### config.mk
export PLATFORM = sky130hd
export DESIGN_NAME = pser_top
export DESIGN_NICKNAME = d
export VERILOG_FILES = /design/src/design/pser_pkg.sv /design/src/design/pser_debounce.sv /design/src/design/pser_ramp.sv /design/src/design/pser_top.sv
export SDC_FILE = /design/constraint.sdc
export NUM_CORES = 1
export LEC_CHECK = 0
export ABC_AREA = 1
export BUFFER_PORTS_ARGS = -buffer_cell sky130_fd_sc_hd__buf_2
export CORE_MARGIN = 2
export CORE_UTILIZATION = 60
export CTS_CLUSTER_DIAMETER = 150
export CTS_CLUSTER_SIZE = 40
export DETAILED_ROUTE_END_ITERATION = 16
export PLACE_DENSITY = 0.85
export RECOVER_POWER = 100
export SLEW_MARGIN = 0
export SYNTH_ARGS = -nofsm -noshare
export SYNTH_HDL_FRONTEND = slang
export SYNTH_HIERARCHICAL = 1
export SYNTH_SLANG_ARGS = --single-unit
export TNS_END_PERCENT = 20
### constraint.sdc
create_clock -name CLK -period 7 [get_ports CLK]
set_input_delay 0.7 -clock CLK [delete_from_list [all_inputs] [get_ports CLK]]
set_output_delay 0.7 -clock CLK [all_outputs]
set_load 0.05 [all_outputs]
### src/design/pser_pkg.sv
/*
  Shared constants and carriers of the paged status and event register bank:
  register addresses, field layout, page codes and timing counts.
  Assumes a single 40 MHz system clock.
*/
package pser_pkg;
  localparam int          CLK_MHZ         = 40;
  localparam logic [6:0]  PAGE_CTRL_LOW   = 7'h00;
  localparam logic [8:0]  ADDR_ST_INPUT   = 9'h050;
  localparam logic [8:0]  ADDR_ST_REG     = 9'h051;
  localparam logic [8:0]  ADDR_EV_INPUT   = 9'h052;
  localparam logic [8:0]  ADDR_EV_REG     = 9'h053;
  localparam logic [8:0]  ADDR_MK_INPUT   = 9'h054;
  localparam logic [8:0]  ADDR_MK_REG     = 9'h055;
  localparam logic [8:0]  ADDR_CTRL_A     = 9'h056;
  localparam logic [8:0]  LOCK_LO         = 9'h0D0;
  localparam logic [8:0]  LOCK_HI         = 9'h14F;
  localparam int          PG_AUTO_BIT     = 7;
  localparam int          PG_WMODE_BIT    = 6;
  localparam int          CA_LOCK_BIT     = 5;
  localparam int          CA_SLEW_LSB     = 3;
  localparam logic [2:0]  PAGE_0          = 3'h0;
  localparam logic [2:0]  PAGE_1          = 3'h1;
  localparam logic [2:0]  PAGE_2          = 3'h2;
  localparam logic [7:0]  INPUT_MASK      = 8'h7F;
  localparam logic [7:0]  REG_MASK        = 8'h1F;
  localparam logic [7:0]  CTRL_A_MASK     = 8'h3F;
  localparam logic [7:0]  RESET_BYTE      = 8'h00;
  localparam int          RAMP_STEP_MV    = 10;
  localparam int          SLEW_T0_NS      = 4000;
  localparam int          SLEW_T1_NS      = 2000;
  localparam int          SLEW_T2_NS      = 1000;
  localparam int          SLEW_T3_NS      = 500;
  localparam logic [7:0]  SLEW_C0 = 8'(SLEW_T0_NS * CLK_MHZ / 1000);
  localparam logic [7:0]  SLEW_C1 = 8'(SLEW_T1_NS * CLK_MHZ / 1000);
  localparam logic [7:0]  SLEW_C2 = 8'(SLEW_T2_NS * CLK_MHZ / 1000);
  localparam logic [7:0]  SLEW_C3 = 8'(SLEW_T3_NS * CLK_MHZ / 1000);
  // debounce times in units of 100 us
  localparam int          DEB_TICK_NS     = 100000;
  localparam int          DEB_TICK_CYC    = DEB_TICK_NS * CLK_MHZ / 1000;
  localparam logic [13:0] DEB_T1          = 14'h0001;
  localparam logic [13:0] DEB_T2          = 14'h000A;
  localparam logic [13:0] DEB_T3          = 14'h0064;
  localparam logic [13:0] DEB_T4          = 14'h01F4;
  localparam logic [13:0] DEB_T5          = 14'h09C4;
  localparam logic [13:0] DEB_T6          = 14'h1388;
  localparam logic [13:0] DEB_T7          = 14'h2710;

  typedef struct packed {
    logic       valid;
    logic       write;
    logic       first;
    logic       done;
    logic [7:0] offset;
    logic [7:0] wdata;
  } pser_acc_s;

  typedef struct packed {
    logic thermal_shutdown_flag;
    logic thermal_warning_flag;
    logic output_out_of_range_flag;
    logic overcurrent_flag;
  } pser_cond_s;
endpackage

### src/design/pser_debounce.sv
/*
  Per-pin debounce filter for the seven general inputs.
  Assumes inputs already synchronous to CLK.
*/
`timescale 1ns/1ps
module pser_debounce #(
  parameter int TICK_CYCLES = pser_pkg::DEB_TICK_CYC
) (
  input  wire logic       CLK,
  input  wire logic       NRST,
  input  wire logic [6:0] RAW,
  input  wire logic [6:0] EN,
  input  wire logic [2:0] CODE,
  output logic      [6:0] FILT
);
  logic [15:0] pre_reg;
  logic        tick;
  logic [13:0] cnt_reg [7];
  logic [13:0] limit;

  function automatic logic [13:0] deb_ticks(input logic [2:0] c);
    case (c)
      3'h1:    deb_ticks = pser_pkg::DEB_T1;
      3'h2:    deb_ticks = pser_pkg::DEB_T2;
      3'h3:    deb_ticks = pser_pkg::DEB_T3;
      3'h4:    deb_ticks = pser_pkg::DEB_T4;
      3'h5:    deb_ticks = pser_pkg::DEB_T5;
      3'h6:    deb_ticks = pser_pkg::DEB_T6;
      default: deb_ticks = pser_pkg::DEB_T7;
    endcase
  endfunction

  assign tick  = (pre_reg == 16'(TICK_CYCLES - 1));
  assign limit = deb_ticks(CODE);

  always_ff @(posedge CLK or negedge NRST) begin
    if (!NRST) begin
      pre_reg <= 16'h0000;
    end else if (tick) begin
      pre_reg <= 16'h0000;
    end else begin
      pre_reg <= pre_reg + 16'h0001;
    end
  end

  for (genvar i = 0; i < 7; i++) begin : g_pin
    always_ff @(posedge CLK or negedge NRST) begin
      if (!NRST) begin
        cnt_reg[i] <= 14'h0000;
        FILT[i]    <= 1'b0;
      end else if (!EN[i] || CODE == 3'h0) begin
        cnt_reg[i] <= 14'h0000;
        FILT[i]    <= RAW[i];
      end else if (RAW[i] == FILT[i]) begin
        cnt_reg[i] <= 14'h0000;
      end else if (tick) begin
        if (cnt_reg[i] + 14'h0001 >= limit) begin
          cnt_reg[i] <= 14'h0000;
          FILT[i]    <= RAW[i];
        end else begin
          cnt_reg[i] <= cnt_reg[i] + 14'h0001;
        end
      end
    end
  end
endmodule

### src/design/pser_ramp.sv
/*
  Ramp interval timer: one pulse per voltage step interval.
  Assumes the 40 MHz system clock.
*/
`timescale 1ns/1ps
module pser_ramp (
  input  wire logic       CLK,
  input  wire logic       NRST,
  input  wire logic [1:0] CODE,
  output logic            TICK
);
  logic [7:0] cnt_reg;
  logic [7:0] limit;

  always_comb begin
    case (CODE)
      2'h0:    limit = pser_pkg::SLEW_C0;
      2'h1:    limit = pser_pkg::SLEW_C1;
      2'h2:    limit = pser_pkg::SLEW_C2;
      default: limit = pser_pkg::SLEW_C3;
    endcase
  end

  always_ff @(posedge CLK or negedge NRST) begin
    if (!NRST) begin
      cnt_reg <= 8'h00;
      TICK    <= 1'b0;
    end else if (cnt_reg + 8'h01 >= limit) begin
      cnt_reg <= 8'h00;
      TICK    <= 1'b1;
    end else begin
      cnt_reg <= cnt_reg + 8'h01;
      TICK    <= 1'b0;
    end
  end
endmodule

### src/design/pser_top.sv
/*
  Paged register bank: page control, live status, event latches, masks,
  interrupt and alarm port, write lock, ramp and debounce codes.
  Assumes a serial front end that delivers byte accesses as pser_acc_s
  and serves registers outside this bank via the EXT_* signals.
*/
`timescale 1ns/1ps
module pser_top #(
  parameter int DEBOUNCE_TICK_CYCLES = pser_pkg::DEB_TICK_CYC
) (
  input  wire logic                 CLK,
  input  wire logic                 NRST,
  input  wire pser_pkg::pser_acc_s  ACC,
  input  wire logic                 FOUR_WIRE_IF,
  input  wire logic [7:0]           EXT_RDATA,
  input  wire logic [6:0]           GENERAL_INPUT,
  input  wire logic [6:0]           PIN_ACTIVE_LEVEL,
  input  wire logic [6:0]           DEBOUNCE_EN,
  input  wire pser_pkg::pser_cond_s COND,
  input  wire logic [6:0]           CONFIG_VOLTAGE,
  input  wire logic [6:0]           MAX_OUTPUT_VOLTAGE,
  input  wire logic                 ALARM_IRQ_MODE,
  input  wire logic                 ALARM_ACTIVE_HIGH,
  output logic      [7:0]           RDATA,
  output logic                      RDATA_VALID,
  output logic      [8:0]           REG_ADDR,
  output logic                      EXT_RD,
  output logic                      EXT_WR,
  output logic      [7:0]           EXT_WDATA,
  output logic                      INTERRUPT_OUT_N,
  output logic                      ALARM_PORT,
  output logic                      RAMP_STEP_TICK
);
  logic       page_auto_return_reg;
  logic       write_mode_reg;
  logic [2:0] page_sel_reg;
  logic [8:0] ptr_reg;
  logic       ptr_ok_reg;
  logic [6:0] ev_a_reg;
  logic [6:0] ev_a_pend_reg;
  logic [6:0] mask_a_reg;
  logic [6:0] prev_a_reg;
  logic [4:0] ev_b_reg;
  logic [4:0] ev_b_pend_reg;
  logic [4:0] mask_b_reg;
  logic [4:0] prev_b_reg;
  logic [5:0] ctrl_a_reg;
  logic       rd_pend_reg;
  logic       rd_own_reg;
  logic [6:0] gpi_filt;
  logic [9:0] mapped;
  logic [8:0] cur_addr;
  logic       cur_ok;
  logic       take;
  logic       wr_take;
  logic       own;
  logic       locked;
  logic       voltage_ceiling_flag;
  logic [7:0] st_a;
  logic [7:0] st_b;
  logic [6:0] act_a;
  logic [6:0] new_a;
  logic [4:0] new_b;
  logic       clr_a;
  logic       clr_b;
  logic       irq_any;
  logic       ded_any;
  logic [7:0] own_rdata;

  // returns {ok, address} for the first byte of a transaction
  function automatic logic [9:0] map_addr(input logic       four,
                                          input logic [2:0] page,
                                          input logic [7:0] off);
    if (!four) begin
      case (page[2:1])
        2'h0:    map_addr = {1'b1, 1'b0, off};
        2'h1:    map_addr = {1'b1, 2'h2, off[6:0]};
        default: map_addr = 10'h000;
      endcase
    end else begin
      case (page)
        pser_pkg::PAGE_0: map_addr = {1'b1, 2'h0, off[6:0]};
        pser_pkg::PAGE_1: map_addr = {1'b1, 2'h1, off[6:0]};
        pser_pkg::PAGE_2: map_addr = {1'b1, 2'h2, off[6:0]};
        default:          map_addr = 10'h000;
      endcase
    end
  endfunction

  assign take    = ACC.valid;
  assign mapped  = map_addr(FOUR_WIRE_IF, page_sel_reg, ACC.offset);

  always_comb begin
    cur_addr = ptr_reg + 9'h001;
    cur_ok   = ptr_ok_reg;
    if (ACC.first) begin
      cur_addr = mapped[8:0];
      cur_ok   = mapped[9];
    end else if (ACC.write && !FOUR_WIRE_IF && write_mode_reg) begin
      cur_addr = ptr_reg;
    end
  end

  assign wr_take = take && ACC.write && cur_ok;
  assign own     = (cur_addr[6:0] == pser_pkg::PAGE_CTRL_LOW) ||
                   (cur_addr >= pser_pkg::ADDR_ST_INPUT &&
                    cur_addr <= pser_pkg::ADDR_CTRL_A);
  assign locked  = ctrl_a_reg[pser_pkg::CA_LOCK_BIT] &&
                   cur_addr >= pser_pkg::LOCK_LO &&
                   cur_addr <= pser_pkg::LOCK_HI;

  // address pointer for consecutive bytes
  always_ff @(posedge CLK or negedge NRST) begin
    if (!NRST) begin
      ptr_reg    <= 9'h000;
      ptr_ok_reg <= 1'b0;
    end else if (take) begin
      ptr_reg    <= cur_addr;
      ptr_ok_reg <= cur_ok;
    end
  end

  // page control fields
  always_ff @(posedge CLK or negedge NRST) begin
    if (!NRST) begin
      page_auto_return_reg <= 1'b0;
      write_mode_reg       <= 1'b0;
    end else if (wr_take && cur_addr[6:0] == pser_pkg::PAGE_CTRL_LOW) begin
      page_auto_return_reg <= ACC.wdata[pser_pkg::PG_AUTO_BIT];
      write_mode_reg       <= ACC.wdata[pser_pkg::PG_WMODE_BIT];
    end
  end

  always_ff @(posedge CLK or negedge NRST) begin
    if (!NRST) begin
      page_sel_reg <= pser_pkg::PAGE_0;
    end else if (take && ACC.done && page_auto_return_reg) begin
      page_sel_reg <= pser_pkg::PAGE_0;
    end else if (wr_take && cur_addr[6:0] == pser_pkg::PAGE_CTRL_LOW) begin
      page_sel_reg <= ACC.wdata[2:0];
    end
  end

  // masks and control byte; reserved bits are not stored
  always_ff @(posedge CLK or negedge NRST) begin
    if (!NRST) begin
      mask_a_reg <= pser_pkg::RESET_BYTE[6:0];
      mask_b_reg <= pser_pkg::RESET_BYTE[4:0];
      ctrl_a_reg <= pser_pkg::RESET_BYTE[5:0];
    end else if (wr_take) begin
      if (cur_addr == pser_pkg::ADDR_MK_INPUT) begin
        mask_a_reg <= ACC.wdata[6:0];
      end
      if (cur_addr == pser_pkg::ADDR_MK_REG) begin
        mask_b_reg <= ACC.wdata[4:0];
      end
      if (cur_addr == pser_pkg::ADDR_CTRL_A) begin
        ctrl_a_reg <= ACC.wdata[5:0];
      end
    end
  end

  pser_debounce #(
    .TICK_CYCLES (DEBOUNCE_TICK_CYCLES)
  ) u_debounce (
    .CLK  (CLK),
    .NRST (NRST),
    .RAW  (GENERAL_INPUT),
    .EN   (DEBOUNCE_EN),
    .CODE (ctrl_a_reg[2:0]),
    .FILT (gpi_filt)
  );

  pser_ramp u_ramp (
    .CLK  (CLK),
    .NRST (NRST),
    .CODE (ctrl_a_reg[pser_pkg::CA_SLEW_LSB +: 2]),
    .TICK (RAMP_STEP_TICK)
  );

  // live status, no inversion
  assign voltage_ceiling_flag = CONFIG_VOLTAGE >= MAX_OUTPUT_VOLTAGE;
  assign st_a = {1'b0, gpi_filt};
  assign st_b = {3'h0, voltage_ceiling_flag,
                 COND.thermal_shutdown_flag, COND.thermal_warning_flag,
                 COND.output_out_of_range_flag,
                 COND.overcurrent_flag};

  // event detection
  assign act_a = ~(gpi_filt ^ PIN_ACTIVE_LEVEL);
  assign new_a = ALARM_IRQ_MODE ? (act_a ^ prev_a_reg)
                                : (act_a & ~prev_a_reg);
  assign new_b = ALARM_IRQ_MODE ? (st_b[4:0] ^ prev_b_reg)
                                : (st_b[4:0] & ~prev_b_reg);
  assign clr_a = wr_take && cur_addr == pser_pkg::ADDR_EV_INPUT;
  assign clr_b = wr_take && cur_addr == pser_pkg::ADDR_EV_REG;

  always_ff @(posedge CLK or negedge NRST) begin
    if (!NRST) begin
      prev_a_reg <= 7'h00;
      prev_b_reg <= 5'h00;
    end else begin
      prev_a_reg <= act_a;
      prev_b_reg <= st_b[4:0];
    end
  end

  // events seen during a clear wait one cycle in the pending latch
  always_ff @(posedge CLK or negedge NRST) begin
    if (!NRST) begin
      ev_a_reg      <= 7'h00;
      ev_a_pend_reg <= 7'h00;
    end else if (clr_a) begin
      ev_a_reg      <= (ev_a_reg & ~ACC.wdata[6:0]) | ev_a_pend_reg;
      ev_a_pend_reg <= new_a;
    end else begin
      ev_a_reg      <= ev_a_reg | new_a | ev_a_pend_reg;
      ev_a_pend_reg <= 7'h00;
    end
  end

  always_ff @(posedge CLK or negedge NRST) begin
    if (!NRST) begin
      ev_b_reg      <= 5'h00;
      ev_b_pend_reg <= 5'h00;
    end else if (clr_b) begin
      ev_b_reg      <= (ev_b_reg & ~ACC.wdata[4:0]) | ev_b_pend_reg;
      ev_b_pend_reg <= new_b;
    end else begin
      ev_b_reg      <= ev_b_reg | new_b | ev_b_pend_reg;
      ev_b_pend_reg <= 5'h00;
    end
  end

  // interrupt and alarm port
  assign irq_any = |(ev_a_reg & ~mask_a_reg) ||
                   |(ev_b_reg & ~mask_b_reg);
  assign ded_any = |(st_b[4:0] & ~mask_b_reg);

  always_ff @(posedge CLK or negedge NRST) begin
    if (!NRST) begin
      INTERRUPT_OUT_N <= 1'b1;
      ALARM_PORT      <= 1'b1;
    end else begin
      INTERRUPT_OUT_N <= !(ALARM_IRQ_MODE && irq_any);
      ALARM_PORT      <= ALARM_IRQ_MODE ? !irq_any
                         : (ded_any == ALARM_ACTIVE_HIGH);
    end
  end

  // access outputs
  always_ff @(posedge CLK or negedge NRST) begin
    if (!NRST) begin
      REG_ADDR    <= 9'h000;
      EXT_WR      <= 1'b0;
      EXT_WDATA   <= 8'h00;
      rd_pend_reg <= 1'b0;
      rd_own_reg  <= 1'b0;
    end else begin
      if (take) begin
        REG_ADDR  <= cur_addr;
        EXT_WDATA <= ACC.wdata;
      end
      EXT_WR      <= wr_take && !own && !locked;
      rd_pend_reg <= take && !ACC.write;
      rd_own_reg  <= own && cur_ok;
    end
  end

  assign EXT_RD = rd_pend_reg && !rd_own_reg && ptr_ok_reg;

  always_comb begin
    own_rdata = 8'h00;
    if (REG_ADDR[6:0] == pser_pkg::PAGE_CTRL_LOW) begin
      own_rdata = {page_auto_return_reg, write_mode_reg, 3'h0, page_sel_reg};
    end else begin
      case (REG_ADDR)
        pser_pkg::ADDR_ST_INPUT: own_rdata = st_a & pser_pkg::INPUT_MASK;
        pser_pkg::ADDR_ST_REG:   own_rdata = st_b & pser_pkg::REG_MASK;
        pser_pkg::ADDR_EV_INPUT: own_rdata = {1'b0, ev_a_reg};
        pser_pkg::ADDR_EV_REG:   own_rdata = {3'h0, ev_b_reg};
        pser_pkg::ADDR_MK_INPUT: own_rdata = {1'b0, mask_a_reg};
        pser_pkg::ADDR_MK_REG:   own_rdata = {3'h0, mask_b_reg};
        pser_pkg::ADDR_CTRL_A:   own_rdata = {2'h0, ctrl_a_reg};
        default:                 own_rdata = 8'h00;
      endcase
    end
  end

  always_ff @(posedge CLK or negedge NRST) begin
    if (!NRST) begin
      RDATA       <= 8'h00;
      RDATA_VALID <= 1'b0;
    end else begin
      RDATA_VALID <= rd_pend_reg;
      if (rd_pend_reg) begin
        RDATA <= !ptr_ok_reg ? 8'h00 : rd_own_reg ? own_rdata : EXT_RDATA;
      end
    end
  end
endmodule

==> flow_summary.toml <==
[sta]
rsz0062_at_grt = "no"
finalMaxSlewViolations = 92
layout_min_cycle_time_ns = 4.83
tightest_slew_ns = 4.28
tns_ns = 0
slew_headroom_pct = -185
fin_crit_sh_pct = 69.0
setup_viol = 0
fin_worst_skew_ns = 0.0220
max_freq_mhz = 207
hold_viol_final = 0

[global_routing]
grt_max_degree = 81
grt_pass1_wl_um = 62000
grt_pass1_vias = 13164
grt_usage_pct = 28.6
grt_remaining_overflow = 0
antenna_found_initial = 0

[placement]
hpwlAfterDp_um = 27700
portBuffers = 102
gp_congestion = 0.917

[detailed_routing]
ant_nets = 0
drc_errors = 0
vias = 13878
routed_wl_um = 37400
drtIter0Drc = 1295
via_per_inst = 5.65
first_pass_iters = 7
wire_per_inst_um = 15.2

[floorplanning]
die_h_um = 163
core-area_um2 = 25000
fp-row-count = 58
dieArea_um2 = 26400
io_pins = 103
initial_core_util_pct = 60.5
die_w_um = 163

[cts]
post_cts_resized = 0
insertion_delay_ns = 0.50
cts_buffer_depth = 3
post_cts_buffers = 0
hold_buffers = 0
cts.sink_count = 221
cts-buffers-inserted = 9
h-tree-depth = 1
clk_pin_slew_worst_paths_ns = 0.14
tritoncts = "built"
cts-root-buf = "clkbuf_16"

[pwr]
peakVddDrop_mv = 0.153
powerDensity_nw_per_um2 = 165
power_leakage_nw = 8.38
total_power_mw = 2.63

[final_layout]
fin_util_pct = 63.7
fillCellCount = 2199
area_growth_pct = 5.39
drive_gt1_share_pct = 6.11
largest_reg_flops = 98
antenna_cells = 0
nets = 2313

[yosys]
synth_top_area_cell = "dfrtp_1"
syn_area_per_cell_um2 = 7.39
synth_top_area_share_pct = 36.3
ys_ff_latch = 221
synth_edf_count = 0
syn_nets = 2230
ys_types = 55
async_flop_share_pct = 100
synth_most_common_cell = "nand2_1"
syn_inst = 2042
yosysWarnings = 6
synth_area_um2 = 15100
seq_area_frac_synth_pct = 36.6
synthFlopType = "dfrtp_1"
synth_common_cells = "577 x nand2_1, 326 x inv_1, 219 x dfrtp_1"
synthTopCellsByArea = "dfrtp_1 36%, nand2_1 14%, ha_1 9.6%"

[critical_path]
path_delay_family = "simple AND/OR/NAND/NOR gates"
required_ns = 7.39
worst-endpoint-arrival_ns = 5.22
crit_path_end_kind = "register"
worstPathMaxFanout = 13
cp_slowest_cell = "nor3_1"
crit_chain = "ha_1, nand3_1, nand3b_2, nor3_1, clkinvlp_2, nor2_1, nand2_1, inv_1, nand2_1, o21ai_0"
cp.buffers_inverters = 2
critical_path_class = "register to register"
timing.critical_path.mode_cell = "nand2_1"
start_kind = "register"
cp_slowest_stage_delay_ns = 1.35

[job]
maxCapViolCount = 2

[outcome]
violations = "max-capacitance violations, max-slew violations"
outcome = "complete, but fails checks"

[worst_hold_path]
hp-class = "primary input to register"
## placed cells by master, fill, tap and decap left out, types with 3 or more instances in the layout
| cell | instances |
|---|---|
| inv_2 | 11 |
| o22ai_2 | 3 |
| o21ai_1 | 4 |
| nand4_1 | 51 |
| o21ai_0 | 109 |
| nand3_1 | 125 |
| dfrtp_1 | 219 |
| xnor2_1 | 24 |
| o21bai_1 | 7 |
| a21o_1 | 10 |
| a31oi_1 | 3 |
| ha_1 | 116 |
| clkbuf_1 | 39 |
| inv_1 | 329 |
| nor4_1 | 7 |
| nand2_2 | 11 |
| a211oi_1 | 8 |
| o22ai_1 | 62 |
| o21ai_2 | 5 |
| nor2_2 | 5 |
| buf_2 | 65 |
| a21boi_0 | 8 |
| or2_0 | 3 |
| a221oi_1 | 6 |
| nand2_1 | 583 |
| nor3_2 | 3 |
| nor2_1 | 145 |
| nor3_4 | 4 |
| clkbuf_16 | 9 |
| o211ai_1 | 3 |
| a21oi_1 | 46 |
| buf_4 | 4 |
| nor3_1 | 28 |
| xor2_1 | 53 |
## worst reg2reg max path: stages (launching register included)
cell        delay (ns)
dfrtp_1           0.39
ha_1              0.21
nand3_1           0.15
nand3b_2          0.24
nor3_1            1.35
clkinvlp_2        1.24
nor2_1            0.27
nand2_1           0.12
inv_1             0.43
nand2_1           0.13
o21ai_0           0.20
## final timing paths
path	from	end	slack [ns]	cells after the start
max	u_debounce/pre_reg[0]	u_debounce/cnt_reg[65]	2.17	10
min	COND[0]	prev_b_reg[0]	0.35	1
max reg2reg	u_debounce/pre_reg[0]	u_debounce/cnt_reg[65]	2.17	10
min reg2reg	rd_pend_reg	RDATA_VALID	0.45	0
max in group asynchronous	NRST	u_debounce/FILT[5]	2.66	2
min in group asynchronous	NRST	RDATA_VALID	1.68	1
## stage by stage
step / instances / area [um^2] / hold slack, ns / setup slack, ns
floorplan: 2042 / 15100 / 0.374 / 4.26
global placement: 2444 / 15900 / 0.394 / 3.43
detailed placement: 2444 / 15900 / 0.410 / 3.26
CTS: 2456 / 16100 / 0.176 / 3.27
global route: 2456 / 15900 / 0.348 / 1.75
finish: 2456 / 15900 / 0.349 / 2.17
## power breakdown
group	switching [mW]	total (mW)	internal, mW
combinational	0.390	0.558	0.168
sequential	0.0603	1.40	1.34
clock	0.420	0.667	0.247
total	0.870	2.63	1.76
## layout make-up
cell class	count	area (um^2)	share of cell area, %
Clock inverter	1	20.0	0.126
Multi-Input combinational cell	1446	7940	49.9
Tap cell	330	413	2.60
Sequential cell	221	5530	34.8
Clock buffer	11	233	1.46
Timing Repair Buffer	106	494	3.11
Inverter	341	1280	8.05
## cells by family (layout without fill, tap and decap cells)
| group | after synthesis | count (layout) | synth area share (%) |
|---|---|---|---|
| fa+ha+maj | 116 | 116 | 9.61 |
| buf+inv | 375 | 459 | 9.90 |
| flops | 221 | 221 | 36.6 |
| compound gates | 283 | 283 | 11.5 |
| simple gates | 970 | 970 | 27.8 |
| xor+xnor | 77 | 77 | 4.47 |
## layer usage
metal,up-vias,track usage [%],part of all wire [%]
met5,-,0,0
met1,6510,38.2,43
met4,0,10.8,3.6
li1,6759,-,-
met2,516,48.2,47
met3,93,2.95,6.5
Power figures use the tool's default switching activity.
